## src/rtl/sync_out_pkg.sv

```systemverilog
// Shared constants and carrier types for the output synchronization pulse block.
// Assumes one 200 MHz clock and a byte-wide command link to the host.
`default_nettype none
package sync_out_pkg;
  // ****************************************
  // Command and answer
  // ****************************************
  localparam logic [31:0] CMD_READ_SYNC_OUT = 32'h6f6e7367;
  localparam logic [3:0] ANSWER_LAST = 4'hf;
  localparam logic [3:0] ANSWER_CRC_LO = 4'he;
  localparam logic [3:0] ANSWER_CRC_HI = 4'hf;
  localparam logic [1:0] REQUEST_LAST = 2'h3;
  localparam logic [15:0] CRC_INIT = 16'hffff;
  localparam logic [15:0] CRC_POLY = 16'ha001;
  // ****************************************
  // Flag bit positions
  // ****************************************
  localparam int FLAG_FOLLOW = 0;
  localparam int FLAG_FIXED_LEVEL = 1;
  localparam int FLAG_ACTIVE_LOW = 2;
  localparam int FLAG_UNITS_STEPS = 3;
  localparam int FLAG_MOVE_BEGIN = 4;
  localparam int FLAG_MOVE_END = 5;
  localparam int FLAG_PERIODIC = 6;
  // ****************************************
  // Register map, byte addresses
  // ****************************************
  localparam logic [4:0] ADDR_FLAGS = 5'h00;
  localparam logic [4:0] ADDR_PULSE_LEN = 5'h04;
  localparam logic [4:0] ADDR_INTERVAL = 5'h08;
  localparam logic [4:0] ADDR_WINDOW = 5'h0c;
  localparam logic [4:0] ADDR_WINDOW_MICRO = 5'h10;
  localparam logic [4:0] ADDR_STATUS = 5'h14;
  localparam logic [7:0] FLAGS_RESET = 8'h00;
  localparam logic [15:0] PULSE_LEN_RESET = 16'h000a;
  localparam logic [15:0] INTERVAL_RESET = 16'h0064;
  localparam logic [31:0] WINDOW_RESET = 32'h00000000;
  localparam logic [7:0] WINDOW_MICRO_RESET = 8'h00;
  // ****************************************
  // Timing
  // ****************************************
  localparam int CLK_PERIOD_NS = 5;
  localparam int MICROSECOND_NS = 1000;
  localparam int CYCLES_PER_US = MICROSECOND_NS / CLK_PERIOD_NS;
  localparam logic [7:0] US_TICK_LAST = 8'(CYCLES_PER_US - 1);
  // ****************************************
  // Types
  // ****************************************
  typedef struct packed {
    logic [7:0] flags;
    logic [15:0] pulseLen;
    logic [15:0] interval;
    logic [31:0] window;
    logic [7:0] windowMicro;
  } settings_type;
  typedef struct packed {
    logic moving;
    logic stepPulse;
    logic stepper;
    logic signed [31:0] position;
    logic signed [15:0] uPosition;
    logic signed [31:0] target;
    logic signed [15:0] uTarget;
  } motion_type;
  typedef struct packed {
    logic active;
    logic [15:0] remain;
    logic [7:0] prescale;
  } timer_state_type;
  typedef struct packed {
    logic waitrequest;
    logic [31:0] readdata;
    settings_type cfg;
    settings_type snap;
    logic [23:0] rxWord;
    logic [1:0] rxCount;
    logic rxReady;
    logic sending;
    logic [3:0] idx;
    logic [15:0] crc;
    logic txValid;
    logic [7:0] txData;
    logic movingPrev;
    logic windowPrev;
    logic [15:0] intervalCnt;
    logic syncOut;
  } top_state_type;
endpackage
`default_nettype wire

```

## src/rtl/answer_checksum.sv

```systemverilog
// One byte step of the answer checksum.
// Purely combinational; the caller holds the running value.
`timescale 1ns/10ps
`default_nettype none
module answer_checksum (
  input wire logic [15:0] crcIn,
  input wire logic [7:0] dataByte,
  output logic [15:0] crcOut
);
  // ****************************************
  // Reflected shift, low bit first
  // ****************************************
  always_comb begin
    logic [15:0] c;
    c = crcIn ^ {8'h00, dataByte};
    for (int i = 0; i < 8; i++) begin
      c = c[0] ? ((c >> 1) ^ sync_out_pkg::CRC_POLY) : (c >> 1);
    end
    crcOut = c;
  end
endmodule // answer_checksum
`default_nettype wire

```

## src/rtl/sync_pulse_timer.sv

```systemverilog
// Times one output pulse in microseconds or in steps.
// Assumes stepPulse is a one-cycle strobe per step or encoder pulse.
`timescale 1ns/10ps
`default_nettype none
module sync_pulse_timer (
  input wire logic ref_clk,
  input wire logic rst_b,
  input wire logic trigger,
  input wire logic unitsSteps,
  input wire logic [15:0] length,
  input wire logic stepPulse,
  output logic active
);
  sync_out_pkg::timer_state_type st, next_st;
  logic tick;

  // ****************************************
  // Count down
  // ****************************************
  always_comb begin
    next_st = st;
    tick = unitsSteps ? stepPulse : (st.prescale == sync_out_pkg::US_TICK_LAST);
    if (trigger && length != 16'h0000) begin
      // A new trigger restarts the pulse rather than being lost
      next_st.active = 1'b1;
      next_st.remain = length;
      next_st.prescale = 8'h00;
    end else if (st.active) begin
      next_st.prescale = (tick || unitsSteps) ? 8'h00 : st.prescale + 8'h01;
      if (tick) begin
        next_st.remain = st.remain - 16'h0001;
        if (st.remain == 16'h0001) begin
          next_st.active = 1'b0;
        end
      end
    end
  end

  always_ff @(posedge ref_clk) begin
    if (!rst_b) begin
      st <= '0;
    end else begin
      st <= next_st;
    end
  end

  assign active = st.active;
endmodule // sync_pulse_timer
`default_nettype wire

```

## src/rtl/sync_output_pulse_gen.sv

```systemverilog
// Output synchronization pulse generator with settings registers and a
// byte-wide settings read command. Assumes one clock, synchronous inputs,
// and a host that holds each Avalon request until waitrequest is low.
`timescale 1ns/10ps
`default_nettype none
// Operation
// - A 4-byte read request returns a 16-byte answer echoing the command.
// - With follow enabled, the pin shows the pulse logic.
// - With follow disabled, the pin sits at the fixed-level flag.
// - Active-low flag inverts the pulse polarity.
// - Step-units flag makes pulse length count steps instead of time.
// - Pulse on movement begin and on movement end when enabled.
// - Periodic flag emits a pulse every interval of step pulses.
// - Pulse length is a 16-bit field, microseconds or steps.
// - Interval is a 16-bit step count between periodic pulses.
// - Positions within the 32-bit window count as target; arrival pulses.
// - The window extends by an 8-bit microstep part, stepper only.
module sync_output_pulse_gen (
  input wire logic ref_clk,
  input wire logic rst_b,
  input wire logic [4:0] address,
  input wire logic read,
  input wire logic write,
  input wire logic [31:0] writedata,
  output logic [31:0] readdata,
  output logic waitrequest,
  input wire logic rxValid,
  input wire logic [7:0] rxData,
  output logic rxReady,
  output logic txValid,
  output logic [7:0] txData,
  input wire logic txReady,
  input wire sync_out_pkg::motion_type motion,
  output logic syncOut
);
  sync_out_pkg::top_state_type st, next_st;
  logic [15:0] crcStep;
  logic pulseActive;
  logic inWindow;
  logic beginEvent;
  logic endEvent;
  logic periodEvent;
  logic trigger;
  logic [7:0] status;

  // ****************************************
  // Helpers
  // ****************************************
  function automatic logic [31:0] reg_read(input logic [4:0] a, input sync_out_pkg::settings_type c,
      input logic [7:0] s);
    case (a)
      sync_out_pkg::ADDR_FLAGS: reg_read = {24'h000000, c.flags};
      sync_out_pkg::ADDR_PULSE_LEN: reg_read = {16'h0000, c.pulseLen};
      sync_out_pkg::ADDR_INTERVAL: reg_read = {16'h0000, c.interval};
      sync_out_pkg::ADDR_WINDOW: reg_read = c.window;
      sync_out_pkg::ADDR_WINDOW_MICRO: reg_read = {24'h000000, c.windowMicro};
      sync_out_pkg::ADDR_STATUS: reg_read = {24'h000000, s};
      default: reg_read = 32'h00000000;
    endcase
  endfunction

  // Answer layout, little-endian fields after the echoed command
  function automatic logic [7:0] answer_byte(input logic [3:0] i, input sync_out_pkg::settings_type c);
    case (i)
      4'h0: answer_byte = sync_out_pkg::CMD_READ_SYNC_OUT[7:0];
      4'h1: answer_byte = sync_out_pkg::CMD_READ_SYNC_OUT[15:8];
      4'h2: answer_byte = sync_out_pkg::CMD_READ_SYNC_OUT[23:16];
      4'h3: answer_byte = sync_out_pkg::CMD_READ_SYNC_OUT[31:24];
      4'h4: answer_byte = c.flags;
      4'h5: answer_byte = c.pulseLen[7:0];
      4'h6: answer_byte = c.pulseLen[15:8];
      4'h7: answer_byte = c.interval[7:0];
      4'h8: answer_byte = c.interval[15:8];
      4'h9: answer_byte = c.window[7:0];
      4'ha: answer_byte = c.window[15:8];
      4'hb: answer_byte = c.window[23:16];
      4'hc: answer_byte = c.window[31:24];
      4'hd: answer_byte = c.windowMicro;
      default: answer_byte = 8'h00;
    endcase
  endfunction

  function automatic logic within_window(input sync_out_pkg::motion_type m, input sync_out_pkg::settings_type c);
    logic signed [32:0] d;
    logic signed [16:0] du;
    logic [32:0] ad;
    logic [16:0] adu;
    d = 33'(m.position) - 33'(m.target);
    du = 17'(m.uPosition) - 17'(m.uTarget);
    ad = d[32] ? 33'(-d) : 33'(d);
    adu = du[16] ? 17'(-du) : 17'(du);
    if (ad < {1'b0, c.window}) begin
      within_window = 1'b1;
    end else if (ad == {1'b0, c.window}) begin
      // Microstep part only counts on a stepper; DC drives use whole counts
      within_window = !m.stepper || (adu <= {9'h000, c.windowMicro});
    end else begin
      within_window = 1'b0;
    end
  endfunction

  // ****************************************
  // Submodules
  // ****************************************
  answer_checksum u_checksum (
    .crcIn(st.crc),
    .dataByte(st.txData),
    .crcOut(crcStep)
  );

  sync_pulse_timer u_timer (
    .ref_clk(ref_clk),
    .rst_b(rst_b),
    .trigger(trigger),
    .unitsSteps(st.cfg.flags[sync_out_pkg::FLAG_UNITS_STEPS]),
    .length(st.cfg.pulseLen),
    .stepPulse(motion.stepPulse),
    .active(pulseActive)
  );

  // ****************************************
  // Events
  // ****************************************
  always_comb begin
    inWindow = within_window(motion, st.cfg);
    beginEvent = motion.moving && !st.movingPrev;
    // Arrival in the window ends the move even before the drive reports stop
    endEvent = (!motion.moving && st.movingPrev) || (motion.moving && inWindow && !st.windowPrev);
    periodEvent = st.cfg.flags[sync_out_pkg::FLAG_PERIODIC] && motion.moving && motion.stepPulse
        && st.cfg.interval != 16'h0000 && st.intervalCnt + 16'h0001 >= st.cfg.interval;
    trigger = (beginEvent && st.cfg.flags[sync_out_pkg::FLAG_MOVE_BEGIN])
        || (endEvent && st.cfg.flags[sync_out_pkg::FLAG_MOVE_END])
        || periodEvent;
    status = {4'h0, st.sending, motion.moving, inWindow, pulseActive};
  end

  // ****************************************
  // Next state
  // ****************************************
  always_comb begin
    next_st = st;
    next_st.movingPrev = motion.moving;
    next_st.windowPrev = inWindow;

    if (beginEvent) begin
      next_st.intervalCnt = 16'h0000;
    end else if (periodEvent) begin
      next_st.intervalCnt = 16'h0000;
    end else if (motion.moving && motion.stepPulse) begin
      next_st.intervalCnt = st.intervalCnt + 16'h0001;
    end

    // Avalon slave: one wait cycle, then answer for exactly one cycle
    next_st.waitrequest = !((read || write) && st.waitrequest);
    if (read && st.waitrequest) begin
      next_st.readdata = reg_read(address, st.cfg, status);
    end
    if (write && !st.waitrequest) begin
      case (address)
        sync_out_pkg::ADDR_FLAGS: next_st.cfg.flags = {1'b0, writedata[6:0]};
        sync_out_pkg::ADDR_PULSE_LEN: next_st.cfg.pulseLen = writedata[15:0];
        sync_out_pkg::ADDR_INTERVAL: next_st.cfg.interval = writedata[15:0];
        sync_out_pkg::ADDR_WINDOW: next_st.cfg.window = writedata;
        sync_out_pkg::ADDR_WINDOW_MICRO: next_st.cfg.windowMicro = writedata[7:0];
        default: next_st.cfg = st.cfg;
      endcase
    end

    // Request collection; rxReady is held low, so no byte is taken, while an answer is going out
    if (rxValid && st.rxReady) begin
      next_st.rxWord = {rxData, st.rxWord[23:8]};
      next_st.rxCount = st.rxCount + 2'h1;
      if (st.rxCount == sync_out_pkg::REQUEST_LAST) begin
        next_st.rxCount = 2'h0;
        if ({rxData, st.rxWord} == sync_out_pkg::CMD_READ_SYNC_OUT) begin
          next_st.sending = 1'b1;
          next_st.rxReady = 1'b0;
          // Snapshot keeps the answer coherent if software writes meanwhile
          next_st.snap = st.cfg;
          next_st.idx = 4'h0;
          next_st.crc = sync_out_pkg::CRC_INIT;
          next_st.txValid = 1'b1;
          next_st.txData = answer_byte(4'h0, st.cfg);
        end
      end
    end

    // Answer delivery
    if (st.sending && st.txValid && txReady) begin
      next_st.idx = st.idx + 4'h1;
      if (st.idx < sync_out_pkg::ANSWER_CRC_LO) begin
        next_st.crc = crcStep;
      end
      if (st.idx == sync_out_pkg::ANSWER_LAST) begin
        next_st.sending = 1'b0;
        next_st.txValid = 1'b0;
        next_st.rxReady = 1'b1;
        next_st.idx = 4'h0;
      end else if (st.idx + 4'h1 == sync_out_pkg::ANSWER_CRC_LO) begin
        next_st.txData = crcStep[7:0];
      end else if (st.idx + 4'h1 == sync_out_pkg::ANSWER_CRC_HI) begin
        next_st.txData = st.crc[15:8];
      end else begin
        next_st.txData = answer_byte(st.idx + 4'h1, st.snap);
      end
    end

    // Pin level
    if (st.cfg.flags[sync_out_pkg::FLAG_FOLLOW]) begin
      next_st.syncOut = pulseActive ^ st.cfg.flags[sync_out_pkg::FLAG_ACTIVE_LOW];
    end else begin
      next_st.syncOut = st.cfg.flags[sync_out_pkg::FLAG_FIXED_LEVEL];
    end
  end

  // ****************************************
  // State register
  // ****************************************
  always_ff @(posedge ref_clk) begin
    if (!rst_b) begin
      st <= '0;
      st.waitrequest <= 1'b1;
      st.rxReady <= 1'b1;
      st.crc <= sync_out_pkg::CRC_INIT;
      st.cfg.flags <= sync_out_pkg::FLAGS_RESET;
      st.cfg.pulseLen <= sync_out_pkg::PULSE_LEN_RESET;
      st.cfg.interval <= sync_out_pkg::INTERVAL_RESET;
      st.cfg.window <= sync_out_pkg::WINDOW_RESET;
      st.cfg.windowMicro <= sync_out_pkg::WINDOW_MICRO_RESET;
    end else begin
      st <= next_st;
    end
  end

  assign readdata = st.readdata;
  assign waitrequest = st.waitrequest;
  assign rxReady = st.rxReady;
  assign txValid = st.txValid;
  assign txData = st.txData;
  assign syncOut = st.syncOut;
endmodule // sync_output_pulse_gen
`default_nettype wire

```

## config.mk

```make
export PLATFORM = sky130hd
export DESIGN_NAME = sync_output_pulse_gen
export DESIGN_NICKNAME = d
export VERILOG_FILES = /design/src/rtl/sync_out_pkg.sv /design/src/rtl/answer_checksum.sv /design/src/rtl/sync_pulse_timer.sv /design/src/rtl/sync_output_pulse_gen.sv
export SDC_FILE = /design/constraint.sdc
export NUM_CORES = 1
export LEC_CHECK = 0
export ABC_AREA = 1
export BUFFER_PORTS_ARGS = -buffer_cell sky130_fd_sc_hd__buf_2
export CELL_PAD_IN_SITES_DETAIL_PLACEMENT = 1
export CELL_PAD_IN_SITES_GLOBAL_PLACEMENT = 2
export CORE_ASPECT_RATIO = 0.7
export CORE_UTILIZATION = 36
export CTS_CLUSTER_SIZE = 28
export DETAILED_ROUTE_END_ITERATION = 12
export GPL_ROUTABILITY_DRIVEN = 0
export HOLD_SLACK_MARGIN = 0.06
export MAX_ROUTING_LAYER = met4
export PLACE_DENSITY = 0.95
export RECOVER_POWER = 25
export SLEW_MARGIN = 20
export SYNTH_ARGS = -nofsm -noshare
export SYNTH_HDL_FRONTEND = slang
export SYNTH_HIERARCHICAL = 1
export SYNTH_SLANG_ARGS = --single-unit
```

## constraint.sdc

```tcl
create_clock -name ref_clk -period 11.2 [get_ports ref_clk]
set_clock_uncertainty 0.2 [all_clocks]
set_input_delay 0.56 -clock ref_clk [delete_from_list [all_inputs] [get_ports ref_clk]]
set_output_delay 0.56 -clock ref_clk [all_outputs]
set_load 0.01 [all_outputs]
```

==> After elaboration in Yosys (flattened, before gate mapping) <==
Index checks and enable logic that the tools add are counted.
{ "op_classes": {"add_sub_neg": 9, "n_lt_le_gt_ge": 4, "n_eq_ne": 26, "mux": 31, "bitwise_logic": 11, "n_reduce_logical": 49} }
{ "op_table": {"columns": ["operator", "count"], "rows": [
  ["$pmux W32 S6", 1],
  ["$mux W16", 9],
  ["$pmux W8 S14", 1],
  ["$mux W31", 3],
  ["$mux W33", 2],
  ["$mux W25", 2],
  ["$eq A4 B4 Y1 const B", 9],
  ["$mux W17", 2],
  ["$eq A33 B32 Y1", 1],
  ["$lt A33 B32 Y1", 1],
  ["$neg A33 Y33", 1],
  ["$sub A32 B32 Y33", 1],
  ["$eq A32 B31 Y1 const B", 1],
  ["$mux W8", 4],
  ["$reduce_bool A16 Y1", 2],
  ["$not A2 Y3", 8],
  ["$logic_and A1 B1 Y1", 18],
  ["$le A17 B8 Y1", 1],
  ["$neg A17 Y17", 1],
  ["$sub A16 B16 Y17", 1],
  ["$add A16 B1 Y16 const B", 1],
  ["$eq A16 B1 Y1 const B", 1],
  ["$eq A4 B3 Y1 const B", 4],
  ["$ge A16 B16 Y1", 1],
  ["26 further kinds", 54]
]} }
{ "word_totals": {"ff_bits": 292, "input_bits": 150, "output_inout_bits": 44} }

==> Longest topological paths before layout <==
Gate-level depths: netlist (run 1).
{ "logic_depth": {"word_depth": 20, "depth_mapped": 50} }

==> Cells and area by module <==
Netlist (run 1), hierarchy kept.
{ "by_module_without_submodules": {"columns": ["module", "n_inst", "cells_each", "area_each_um2"], "rows": [
  ["sync_output_pulse_gen", 1, 2472, 16843.7],
  ["sync_pulse_timer", 1, 285, 1710.4],
  ["answer_checksum", 1, 82, 553.0]
]} }

==> Worst setup path after synthesis (run 1) <==
No wires, ideal clock.
{ "synth_path": {"path_type": "input to register", "from": "input port motion[64] (netlist bit)", "to": "register u_timer/st[23] (netlist bit)", "arrival_time_ps": 4857, "path_slack_ps": 6025, "path_stages": 48, "path_cell_list": "inv_1 > ha_1 > fa_1 > inv_1 > nand3_1 > nand2_2 > nand2_1 > nand2_1 > nand2_1 > nand2_2 > a21oi_4 > inv_2 > nand3b_1 > nand2_1 > nand2_1 > nand2_1 > buf_2 > buf_2 > [12 not listed] > nand2_1 > nand2_1 > nand2_1 > nand2_1 > nand2_1 > nand2_1 > nand2_1 > nand2_1 > o22ai_1 > nand2_1 > nand2_1 > nand2_1 > inv_2 > buf_2 > nand2_1 > nand2_1 > nor2_1 > nor2_1"} }
{ "synth_via": {"elab_chain_cells": 15, "word_cells_on_any_way": 18} }
{ "synth_lines": {"columns": ["item", "line", "source"], "rows": [
  ["start: declaration", "sync_output_pulse_gen.sv:33", "input wire sync_out_pkg::motion_type motion,"],
  ["$sub A32 B32 Y33 *", "sync_output_pulse_gen.sv:88", "d = 33'(m.position) - 33'(m.target);"],
  ["$neg A33 Y33", "sync_output_pulse_gen.sv:90", "ad = d[32] ? 33'(-d) : 33'(d);"],
  ["$mux W33 *", "sync_output_pulse_gen.sv:90", null],
  ["branches (longest 2 deep; another with $lt A33 B32 Y1)", null, null],
  ["$mux W1 *", "sync_output_pulse_gen.sv:92", "if (ad < {1'b0, c.window}) begin"],
  ["$logic_and A1 B1 Y1 * (2 in a row)", "sync_output_pulse_gen.sv:128", "endEvent = (!motion.moving && st.movingPrev) || (motion.moving && inWindow && !st.windowPrev);"],
  ["$logic_or A1 B1 Y1 *", "sync_output_pulse_gen.sv:128", null],
  ["$logic_and A1 B1 Y1 *", "sync_output_pulse_gen.sv:132", "|| (endEvent && st.cfg.flags[sync_out_pkg::FLAG_MOVE_END])"],
  ["$logic_or A1 B1 Y1 *", "sync_output_pulse_gen.sv:132", null],
  ["$logic_or A1 B1 Y1 *", "sync_output_pulse_gen.sv:133", "|| periodEvent;"],
  ["via trigger", "sync_output_pulse_gen.sv:43", "logic trigger;"],
  ["$logic_and A1 B1 Y1 *", "sync_pulse_timer.sv:23", "if (trigger && length != 16'h0000) begin"],
  ["$reduce_bool A2 Y1 (no source line)", null, null],
  ["$reduce_and A2 Y1 (no source line)", null, null],
  ["end signal: assignment", "sync_pulse_timer.sv:43", "st <= next_st;"],
  ["end: declaration", "sync_pulse_timer.sv:14", "sync_out_pkg::timer_state_type st, next_st;"]
]} }
Mark *: on every way through the listed nets, which the timed path passes.
A chain may end at the register's enable or synchronous reset.

==> metrics.yaml, run 1 <==
synthesis:
  yosys_warnings: 6
  synthAdderAreaFrac: 0.0774
  synthesis.area_um2: 19100
  synth_cell_types: 64
  syn_avg_cell_area_um2: 6.73
  synthTopCellsByArea: "dfxtp_1 31%, nand2_1 10%, inv_1 8.4%"
  postSynth.asyncResetShare: 0
  synthCells: 2839
  synth-compound-area-share: 0.199
  ys_seq_area_frac: 0.306
  synth_edf_count: 0
  ys_seq_elements: 292
  synth_top_area_frac: 0.306
  synth.most_common_cell: "nand2_1"
  synth_top_family_by_area: "simple AND/OR/NAND/NOR gates"
  synth_top_area_cell: "dfxtp_1"
  synth_xor_area_frac: 0.0474
  yosys.area_share.simple: 0.245
  syn_nets: 3106
  synth-main-ff-cell: "dfxtp_1"
  synth_mux_area_frac: 0
  synthTopCellsByCount: "514 x nand2_1, 427 x inv_1, 302 x a21oi_1"
worst_setup_path:
  crit_fanout: 103
  worstSetupStartpointType: "primary input"
  end_kind: "register"
  cp.required_ps: 11470
  critPathArrivalTime_ps: 8500
  path_class: "primary input to register"
pwr:
  vdd_drop_max_v: 0.000102
  swShare: 0.318
  p_int_w: 0.00181
  power_w: 0.00265
  comb_power_share: 0.235
  switchingPower_w: 0.000845
  power.density_nw_per_um2: 126
  share_seq_of_total_power: 0.401
  power.leakage_nw: 9.27
  clkPwrFrac: 0.364
cts:
  cts.htree.levels: 1
  clk_latency_ps: 590
  cts_post_setup_buffers_inserted: 0
  cts-root-buf: "clkbuf_16"
  clock-sinks: 292
  numCtsBuffers: 28
  cts_resized: 0
  cts_buffer_depth: 3
  cts_hold_buf: 3
  tritoncts: "built"
  clk_pin_slew_ps: 70
grt:
  grt_pass1_vias: 19500
  grt_pass1_wl_um: 106000
  grt_max_degree: 104
  track_usage: 0.248
  antenna_found_initial: 2
  grt-ovfl-total: 0
floorplan:
  die_area_um2: 54000
  die_x_um: 277
  rows: 70
  die_h_um: 195
  core_um2: 52300
  pin_count: 194
  initial_core_util: 0.365
routing:
  dr.pass1.iters: 6
  route.detailed.drc: 0
  antenna_left: 0
  drtIter0Drc: 1282
  wire_per_inst_um: 18.2
  vias: 19400
  postRouteWirelength_um: 66100
  vias_per_cell: 5.33
timing:
  min_period_ps: 8230
  fin_crit_sh: 0.735
  drv_slew: 236
  tightest_slew_ps: 3820
  timing.fmax_ghz: 0.121
  grt_setup_unrepaired: "no"
  relSlewSlack: -1.54
  setup_viol: 0
  setup_tns_ps: 0
  setup_ws_ps: 2970
  final_hold_viol_count: 0
finish:
  antennaDiodeCount: 0
  final_area_um2: 21100
  syn_to_final_growth_pct: 10.7
  finalNetCount: 3199
  layout-drive-gt1-share: 0.102
place:
  placed_area_um2: 20300
  dp.final_hpwl_um: 52600
  portBuffers: 193
  pre_cts_slack_ps: 3420
min_path:
  hold_class: "primary input to register"
status:
  status: "finished with violations"
  violations: "max-capacitance violations, max-slew violations"
run:
  cap_violations: 3
==> cell type report <==
cell class | count | area [µm²]
clock buffer | 44 | 871
clock inverter | 6 | 47.5
fill | 6801 | 31100
inverter | 446 | 1670
multi-input combinational | 1963 | 10900
sequential | 292 | 5850
tap | 684 | 856
timing repair buffer | 201 | 970
==> layout by cell type, fill, tap and decap left out, types with 8 or more instances in the layout <==
master and instances:
a21oi_1 302, buf_2 148, clkbuf_1 52, clkbuf_16 28, clkbuf_8 11, dfxtp_1 292
ha_1 115, inv_1 426, inv_2 14, nand2_1 514, nand2_2 31, nand3_1 150
nand3_2 10, nand3b_1 8, nand4_1 35, nor2_1 217, nor2_2 8, nor3_1 31
nor4_1 14, o211ai_1 9, o21ai_0 258, o22ai_1 59, xnor2_1 26, xor2_1 70
==> flip-flops by register name (all words and copies together) (netlist names) <==
name            cells
u_timer/st         24
syncOut             1
st                223
rxReady             1
waitrequest         1
u_timer/active      1
txData              8
txValid             1
readdata           32
==> per-layer routing <==
layer,part of all wire,vias to the layer above,global-route usage
li1,-,9459,-
met1,0.49,9352,0.350
met2,0.43,491,0.372
met3,0.065,80,0.0405
met4,0.016,0,0.0432
met5,0,-,-
==> cells by family after synthesis <==
| family | Yosys count |
|---|---|
| fa+ha+maj | 117 |
| flops | 292 |
| simple gates | 1050 |
| xor+xnor | 100 |
| compound gates | 696 |
| buf+inv | 584 |
==> path summary, 6_finish.rpt <==
kind,start,slack [ps],depth (start not counted),to
worst max-delay path,rst_b,2970,5,st[126]
worst min-delay path,motion[98],70,3,st[18]
worst max register to register,st[1],6030,23,u_timer/st[10]
worst min register to register,st[126],260,2,st[126]
==> power groups by stage <==
| stage | clock [W] | sequential (W) | combinational [W] |
|---|---|---|---|
| finish | 0.000966 | 0.00106 | 0.000624 |
| global route | 0.00102 | 0.00107 | 0.000709 |
| CTS | 0.000982 | 0.00106 | 0.000624 |
| detailed placement | 0 | 0.00109 | 0.000620 |
| global placement | 0 | 0.00109 | 0.000588 |
| floorplan | 0 | 0.00108 | 0.000446 |
==> per-stage QoR <==
stage / utilization / hold WS, ps / cells
final: 0.404 / 73.4 / 3636
after global routing: 0.404 / 78.5 / 3636
after CTS: 0.406 / 60.5 / 3636
after detailed placement: 0.387 / 241 / 3583
after global placement: 0.387 / 233 / 3583
after floorplan: - / 225 / 2839
==> critical path, cell delays in order <==
cell and delay, ps:
clkbuf_1 1330, clkbuf_1 2460, clkbuf_1 2830, o21ai_0 950, a21oi_1 330
No activity file was read; power rests on OpenSTA's default activity.
==> run 2, diff against run 1 <==
--- a/config.mk
+++ b/config.mk
@@ -5,18 +5,18 @@
 export SDC_FILE = /design/constraint.sdc
 export NUM_CORES = 1
 export LEC_CHECK = 0
-export ABC_AREA = 1
+export ABC_AREA = 0
 export BUFFER_PORTS_ARGS = -buffer_cell sky130_fd_sc_hd__buf_2
 export CELL_PAD_IN_SITES_DETAIL_PLACEMENT = 1
 export CELL_PAD_IN_SITES_GLOBAL_PLACEMENT = 2
 export CORE_ASPECT_RATIO = 0.7
-export CORE_UTILIZATION = 36
+export CORE_UTILIZATION = 35
 export CTS_CLUSTER_SIZE = 28
 export DETAILED_ROUTE_END_ITERATION = 12
 export GPL_ROUTABILITY_DRIVEN = 0
 export HOLD_SLACK_MARGIN = 0.06
 export MAX_ROUTING_LAYER = met4
-export PLACE_DENSITY = 0.95
+export PLACE_DENSITY = 0.91
 export RECOVER_POWER = 25
 export SLEW_MARGIN = 20
 export SYNTH_ARGS = -nofsm -noshare
==> constraint.sdc (replaced) <==
create_clock -name ref_clk -period 8.35 [get_ports ref_clk]
set_clock_uncertainty 0.2 [all_clocks]
set_input_delay 0.4175 -clock ref_clk [delete_from_list [all_inputs] [get_ports ref_clk]]
set_output_delay 0.4175 -clock ref_clk [all_outputs]
set_load 0.01 [all_outputs]
==> run 2 against run 1 <==
Against the previous run: global-route usage fell by 0.26 points; synthesized area is 1.3% lower; synthesized cell count fell by 12%; the flow still finishes with violations (max-capacitance violations, max-slew violations); routed wire length is 1.3% higher; utilization increased by 0.43 points; via count is 3.2% lower.
==> metrics.yaml, run 2 <==
cts:
  cts_hold_buf: 45  # +42
  clk_pin_slew_ps: 60  # about the same
  clock-sinks: 292  # unchanged
  cts_buffer_depth: 3  # unchanged
  numCtsBuffers: 35  # +25%
  cts_post_setup_buffers_inserted: 0  # unchanged
  clk_latency_ps: 540  # -50 ps
  cts-root-buf: "clkbuf_16"
  cts.htree.levels: 2  # +1
  tritoncts: "built"
  cts_resized: 0  # unchanged
worst_setup_path:
  reg2reg_slack_ps: 3360  # -2670 ps
  rr_endpoint: "u_timer/st[3]"
  cp.required_ps: 8550  # -2920 ps
  rr_startpoint: "st[1]"
  r2r_cells: 19  # -17%
  end_kind: "register"
  path_class: "primary input to register"
  critPathArrivalTime_ps: 7200  # -1300 ps
  crit_start: "motion[23]"
  worstSetupStartpointType: "primary input"
  crit_fanout: 33  # -68%
synthesis:
  synthTopCellsByArea: "dfxtp_1 31%, nand2_1 9.3%, a21oi_1 7.9%"
  postSynth.asyncResetShare: 0  # unchanged
  ys_seq_area_frac: 0.310  # +0.00406
  ys_seq_elements: 292  # unchanged
  synthCells: 2493  # -12%
  synth_edf_count: 0  # unchanged
  synth_top_area_frac: 0.310  # +0.00406
  synthTopCellsByCount: "469 x nand2_1, 298 x a21oi_1, 292 x dfxtp_1"
  synth_cell_types: 103  # +61%
  syn_nets: 2760  # -11%
  yosys_warnings: 6  # unchanged
  synth.most_common_cell: "nand2_1"
  synth-main-ff-cell: "dfxtp_1"
  synth_top_area_cell: "dfxtp_1"
  synthesis.area_um2: 18900  # -1.3%
  syn_avg_cell_area_um2: 7.56  # +12%
pwr:
  power.leakage_nw: 8.14  # -12%
  vdd_drop_max_v: 0.000121  # +19%
  clkPwrFrac: 0.413  # +0.049
  p_int_w: 0.00261  # +44%
  swShare: 0.297  # -0.0208
  share_seq_of_total_power: 0.380  # -0.021
  power.density_nw_per_um2: 172  # +37%
  comb_power_share: 0.207  # -0.028
  switchingPower_w: 0.00110  # +31%
routing:
  route.detailed.drc: 0  # unchanged
  postRouteWirelength_um: 66900  # +1.3%
  vias: 18800  # -3.2%
  dr.pass1.iters: 9  # +3
  vias_per_cell: 5.60  # +5.0%
  antenna_left: 0  # unchanged
  wire_per_inst_um: 20.0  # +10%
  drtIter0Drc: 1500  # +17%
timing:
  hold-worst-slack_ps: 117  # +43.1 ps
  setup_tns_ps: 0  # unchanged
  relSlewSlack: -0.598  # +0.946
  tightest_slew_ps: 2400  # -1420 ps
  final_hold_viol_count: 0  # unchanged
  grt_setup_unrepaired: "no"
  timing.fmax_ghz: 0.143
  setup_viol: 0  # unchanged
  setup_ws_ps: 1340  # -1620 ps
  fin_crit_sh: 0.839
  min_period_ps: 7010
  drv_slew: 186  # -21%
floorplan:
  die_area_um2: 54800  # +1.5%
  initial_core_util: 0.358  # -0.00778
  die_x_um: 279  # +0.75%
  die_h_um: 196  # +0.74%
  rows: 70  # unchanged
  pin_count: 194  # unchanged
  core_um2: 52700  # +0.84%
status:
  violations: "max-capacitance violations, max-slew violations"
  status: "finished with violations"
finish:
  final_area_um2: 21500  # +1.9%
  largest_reg_flops: 223  # unchanged
  syn_to_final_growth_pct: 14.3
  layout-drive-gt1-share: 0.105  # +0.00294
  layout_common_cells: "468 x nand2_1, 298 x a21oi_1, 292 x dfxtp_1"
  fin_util: 0.409  # +0.00426
  finalNetCount: 2874  # -10%
  largest-register: "st"
  mostFrequentLayoutCell: "nand2_1"
place:
  pre_cts_slack_ps: 1000  # -2420 ps
  placed_area_um2: 20000  # -1.2%
  dp.final_hpwl_um: 50100  # -4.8%
  portBuffers: 193  # unchanged
run:
  cap_violations: 3  # unchanged
grt:
  track_usage: 0.245  # -0.00259
  antenna_found_initial: 2  # unchanged
  grt_max_degree: 93  # -11%
  grt-ovfl-total: 0  # unchanged
  grt_pass1_vias: 18700  # -4.4%
  grt_pass1_wl_um: 104000  # -1.2%
min_path:
  whs_path_depth: 4  # +1
  hold_class: "primary input to register"
  hold_start: "address[3]"
  whs_endpoint: "readdata[1]"
## run 2: changes by cell type after synthesis, moves of 31 or more
cell and delta:
inv_1 -300, o21ai_0 -174, nand3_1 -93, o22ai_1 -56
nor2_1 -49, xnor2_1 +46, nand2_1 -45, a21o_1 +43
clkbuf_1 +35, nand2_2 -31
## run 2: layout make-up
cell class	count	area, µm²
Clock inverter	16	166
Tap cell	720	901
Inverter	127	478
Sequential cell	292	5850
Antenna cell	1	2.50
Multi-Input combinational cell	1898	11700
Timing Repair Buffer	253	1470
Clock buffer	44	971
Fill cell	6544	31200
## run 2: per-stage QoR
step | total power (W) | cells
floorplan | 0.00197 | 2493
global placement | 0.00215 | 3245
detailed placement | 0.00218 | 3245
CTS | 0.00374 | 3350
global route | 0.00389 | 3351
finish | 0.00371 | 3351
## run 2: cell families after synthesis
logic type,count (synthesis),synth area share
flip-flops,292,0.310
multiplexers,25,0.0135
adder cells (fa/ha/maj),118,0.0790
AO/OA/AOI/OAI,674,0.230
AND/OR/NAND/NOR,949,0.232
XOR/XNOR,132,0.0644
buffers and inverters,303,0.0709
## run 2: worst max path at each step
stage	endpoint	slack (ps)	cells past startpoint
3_5_place_dp	u_timer/st[3]	1000	27
5_1_grt	u_timer/st[0]	860	27
2_1_floorplan	u_timer/st[23]	2190	26
3_3_place_gp	u_timer/st[3]	1390	27
6_report	u_timer/st[3]	1340	27
4_1_cts	u_timer/st[3]	1550	27
## run 2: power by group through the flow
stage	combinational [W]	sequential (W)	clock [W]
6_report	0.000768	0.00141	0.00153
5_1_grt	0.000850	0.00141	0.00162
4_1_cts	0.000765	0.00141	0.00156
3_5_place_dp	0.000742	0.00144	0
3_3_place_gp	0.000709	0.00144	0
2_1_floorplan	0.000530	0.00144	0
## run 2: critical path, stage by stage
cell,delay (ps)
buf_2,80
inv_1,30
ha_1,370
and3_2,300
a22o_2,290
a21oi_1,270
a21oi_1,180
or3_1,360
a2111oi_0,820
nand4_1,300
or2_1,350
o21ai_1,230
xnor2_1,100
ha_1,300
nand4_1,110
nor2_1,180
nand4_1,120
or4_1,520
inv_1,120
o311ai_0,140
a211oi_1,230
a21oi_1,190
o31ai_1,420
nand2_1,100
buf_4,250
nand3_1,280
nor2_1,120
## run 2: layer usage
metal | share of wire | up-vias | track usage
met1 | 0.47 | 9180 | 0.337
li1 | - | 8950 | -
met4 | 0.028 | 0 | 0.0702
met2 | 0.44 | 521 | 0.377
met5 | 0 | - | -
met3 | 0.061 | 106 | 0.0298
==> run 3, diff against run 2 <==
==> constraint.sdc (replaced) <==
create_clock -name ref_clk -period 6.6 [get_ports ref_clk]
set_clock_uncertainty 0.2 [all_clocks]
set_input_delay 0.33 -clock ref_clk [delete_from_list [all_inputs] [get_ports ref_clk]]
set_output_delay 0.33 -clock ref_clk [all_outputs]
set_load 0.01 [all_outputs]
==> run 3 against run 2 <==
Against the previous run: the flow still finishes with violations (max-capacitance violations, max-slew violations); sequential share of layout area fell by 0.27 points; utilization rose by 0.41 points; critical path depth unchanged; count of clock-buffer cells in the layout rose by 2; sequential power is 27% higher; combinational power increased by 34%; clock power grew 16%; setup slack got worse by 980 ps; design area grew 0.99%; largest cell class unchanged; hold slack worse by 1.3 ps; total power grew 24%.
==> metrics.yaml, run 3 (same netlist as run 2, synthesis figures left out) <==
status:
  status: "finished with violations"
  violations: "max-capacitance violations, max-slew violations"
min_path:
  hold_start: "motion[97]"
  whs_endpoint: "st[2]"
  hold_class: "primary input to register"
  whs_path_depth: 4  # unchanged
floorplan:
  die_x_um: 279  # unchanged
  core_um2: 52700  # unchanged
  die_area_um2: 54800  # unchanged
  initial_core_util: 0.358  # unchanged
  pin_count: 194  # unchanged
  rows: 70  # unchanged
  die_h_um: 196  # unchanged
grt:
  use_met3: 0.0316  # +0.00179
  use_met1: 0.337  # +0.000588
  grt-ovfl-total: 0  # unchanged
  use_met2: 0.389  # +0.0120
  grt_pass1_wl_um: 106000  # +1.9%
  top_usage_layer: "met2"
  antenna_found_initial: 1  # -1
  grt_pass1_vias: 19000  # +1.7%
  grt_max_degree: 102  # +9.7%
  track_usage: 0.248  # +0.00307
timing:
  tightest_slew_ps: 4230  # +1840 ps
  setup_viol: 0  # unchanged
  timing.fmax_ghz: 0.160
  min_period_ps: 6240
  relSlewSlack: -1.82  # -1.22
  drv_slew: 91  # -51%
  final_hold_viol_count: 0  # unchanged
  fin_crit_sh: 0.946
  setup_ws_ps: 359  # -984 ps
worst_setup_path:
  rr_startpoint: "st[1]"
  rr_endpoint: "u_timer/st[0]"
  slowest_stage: "or4b_4"
  path_class: "primary input to register"
  end_kind: "register"
  crit_fanout: 30  # -9.1%
  worstSetupStartpointType: "primary input"
  cp.required_ps: 6860  # -1690 ps
  critPathArrivalTime_ps: 6500  # -700 ps
  cp_slowest_stage_delay_ps: 540  # -280 ps
  r2r_cells: 20  # +1
  reg2reg_slack_ps: 1800  # -1560 ps
finish:
  syn_to_final_growth_pct: 15.4
  layout-drive-gt1-share: 0.115  # +0.0105
  fill_cells: 6618  # +1.1%
  fin_util: 0.413  # +0.00406
  multiInputGateArea_um2: 11700  # +0.21%
  largest-register: "st"
  seq_area_um2: 5850  # unchanged
  finalNetCount: 2914  # +1.4%
  largest_reg_flops: 223  # unchanged
  layout_common_cells: "469 x nand2_1, 298 x a21oi_1, 292 x dfxtp_1"
  mostFrequentLayoutCell: "nand2_1"
cts:
  clk_latency_ps: 580  # +40 ps
  numCtsBuffers: 31  # -11%
  cts_buffer_depth: 3  # unchanged
  cts-root-buf: "clkbuf_16"
  tritoncts: "built"
  clk_pin_slew_ps: 60  # about the same
  cts.htree.levels: 1  # -1
  clock-sinks: 292  # unchanged
routing:
  postRouteWirelength_um: 67600  # +1.0%
  vias_per_cell: 5.57  # -0.54%
  antenna_left: 0  # unchanged
  wire_per_inst_um: 20.0  # about the same
  drtIter0Drc: 1711  # +14%
  route.detailed.drc: 0  # unchanged
  vias: 18900  # +0.55%
  dr.pass1.iters: 10  # +1
run:
  cap_violations: 1  # -2
place:
  pre_cts_slack_ps: -452  # -1450 ps
  dp.final_hpwl_um: 51000  # +1.9%
  portBuffers: 193  # unchanged
pwr:
  power_w: 0.00459  # +24%
  power.leakage_nw: 8.28  # +1.8%
  vdd_drop_max_v: 0.000169  # +40%
  power.density_nw_per_um2: 211  # +22%
==> run 3: through the flow <==
stage / instances / cell area (µm²) / hold slack [ps] / setup TNS, ps
floorplan: 2493 / 18900 / 232 / 0
global placement: 3287 / 20300 / 242 / -146
detailed placement: 3287 / 20300 / 245 / -7880
CTS: 3387 / 21800 / 123 / 0
global route: 3388 / 21800 / 142 / -32.5
finish: 3388 / 21800 / 115 / 0
==> run 3: report_power, final <==
part           internal, W  total, W  switching [W]
Clock              0.00103   0.00177       0.000743
Sequential         0.00177   0.00179      0.0000111
Combinational     0.000429   0.00103       0.000599
==> run 3: layer usage <==
layer	part of all wire	routed length, µm	up-vias
met3	0.057	3880	121
met5	0	0	-
met4	0.027	1830	0
met1	0.47	31700	9201
met2	0.45	30200	511
li1	-	-	9028
==> run 3: critical path: cells and delay by family <==
kind                     cells  cell delay (ps)
buffers and inverters        4              620
AO/OA/AOI/OAI                9             2140
AND/OR/NAND/NOR             10             2320
XOR/XNOR                     1              150
adder cells (fa/ha/maj)      3              930
==> run 3: how the worst max path moves through the flow <==
| stage | from | slack, ps | cells after the start | end |
|---|---|---|---|---|
| CTS | motion[17] | 150 | 29 | u_timer/st[0] |
| global placement | motion[16] | -20 | 27 | u_timer/st[4] |
| finish | motion[16] | 360 | 27 | u_timer/st[2] |
| global route | motion[64] | -20 | 29 | u_timer/st[7] |
| floorplan | motion[64] | 520 | 26 | u_timer/st[23] |
| detailed placement | motion[17] | -450 | 29 | u_timer/st[0] |
==> run 3: area by class of cell <==
cell class	count	share of cell area
multi-input combinational	1898	0.540
sequential	292	0.269
timing repair buffer	297	0.0827
tap	720	0.0414
clock buffer	46	0.0405
inverter	127	0.0220
clock inverter	7	0.00506
antenna	1	0.000115
==> run 3: repair_timing <==
action,4_1_cts,5_1_grt
setup buffers,0,0
hold endpoints to repair,92,0
endpoints found under the setup margin,0,25
gates resized for setup,0,8
hold buffers,47,0
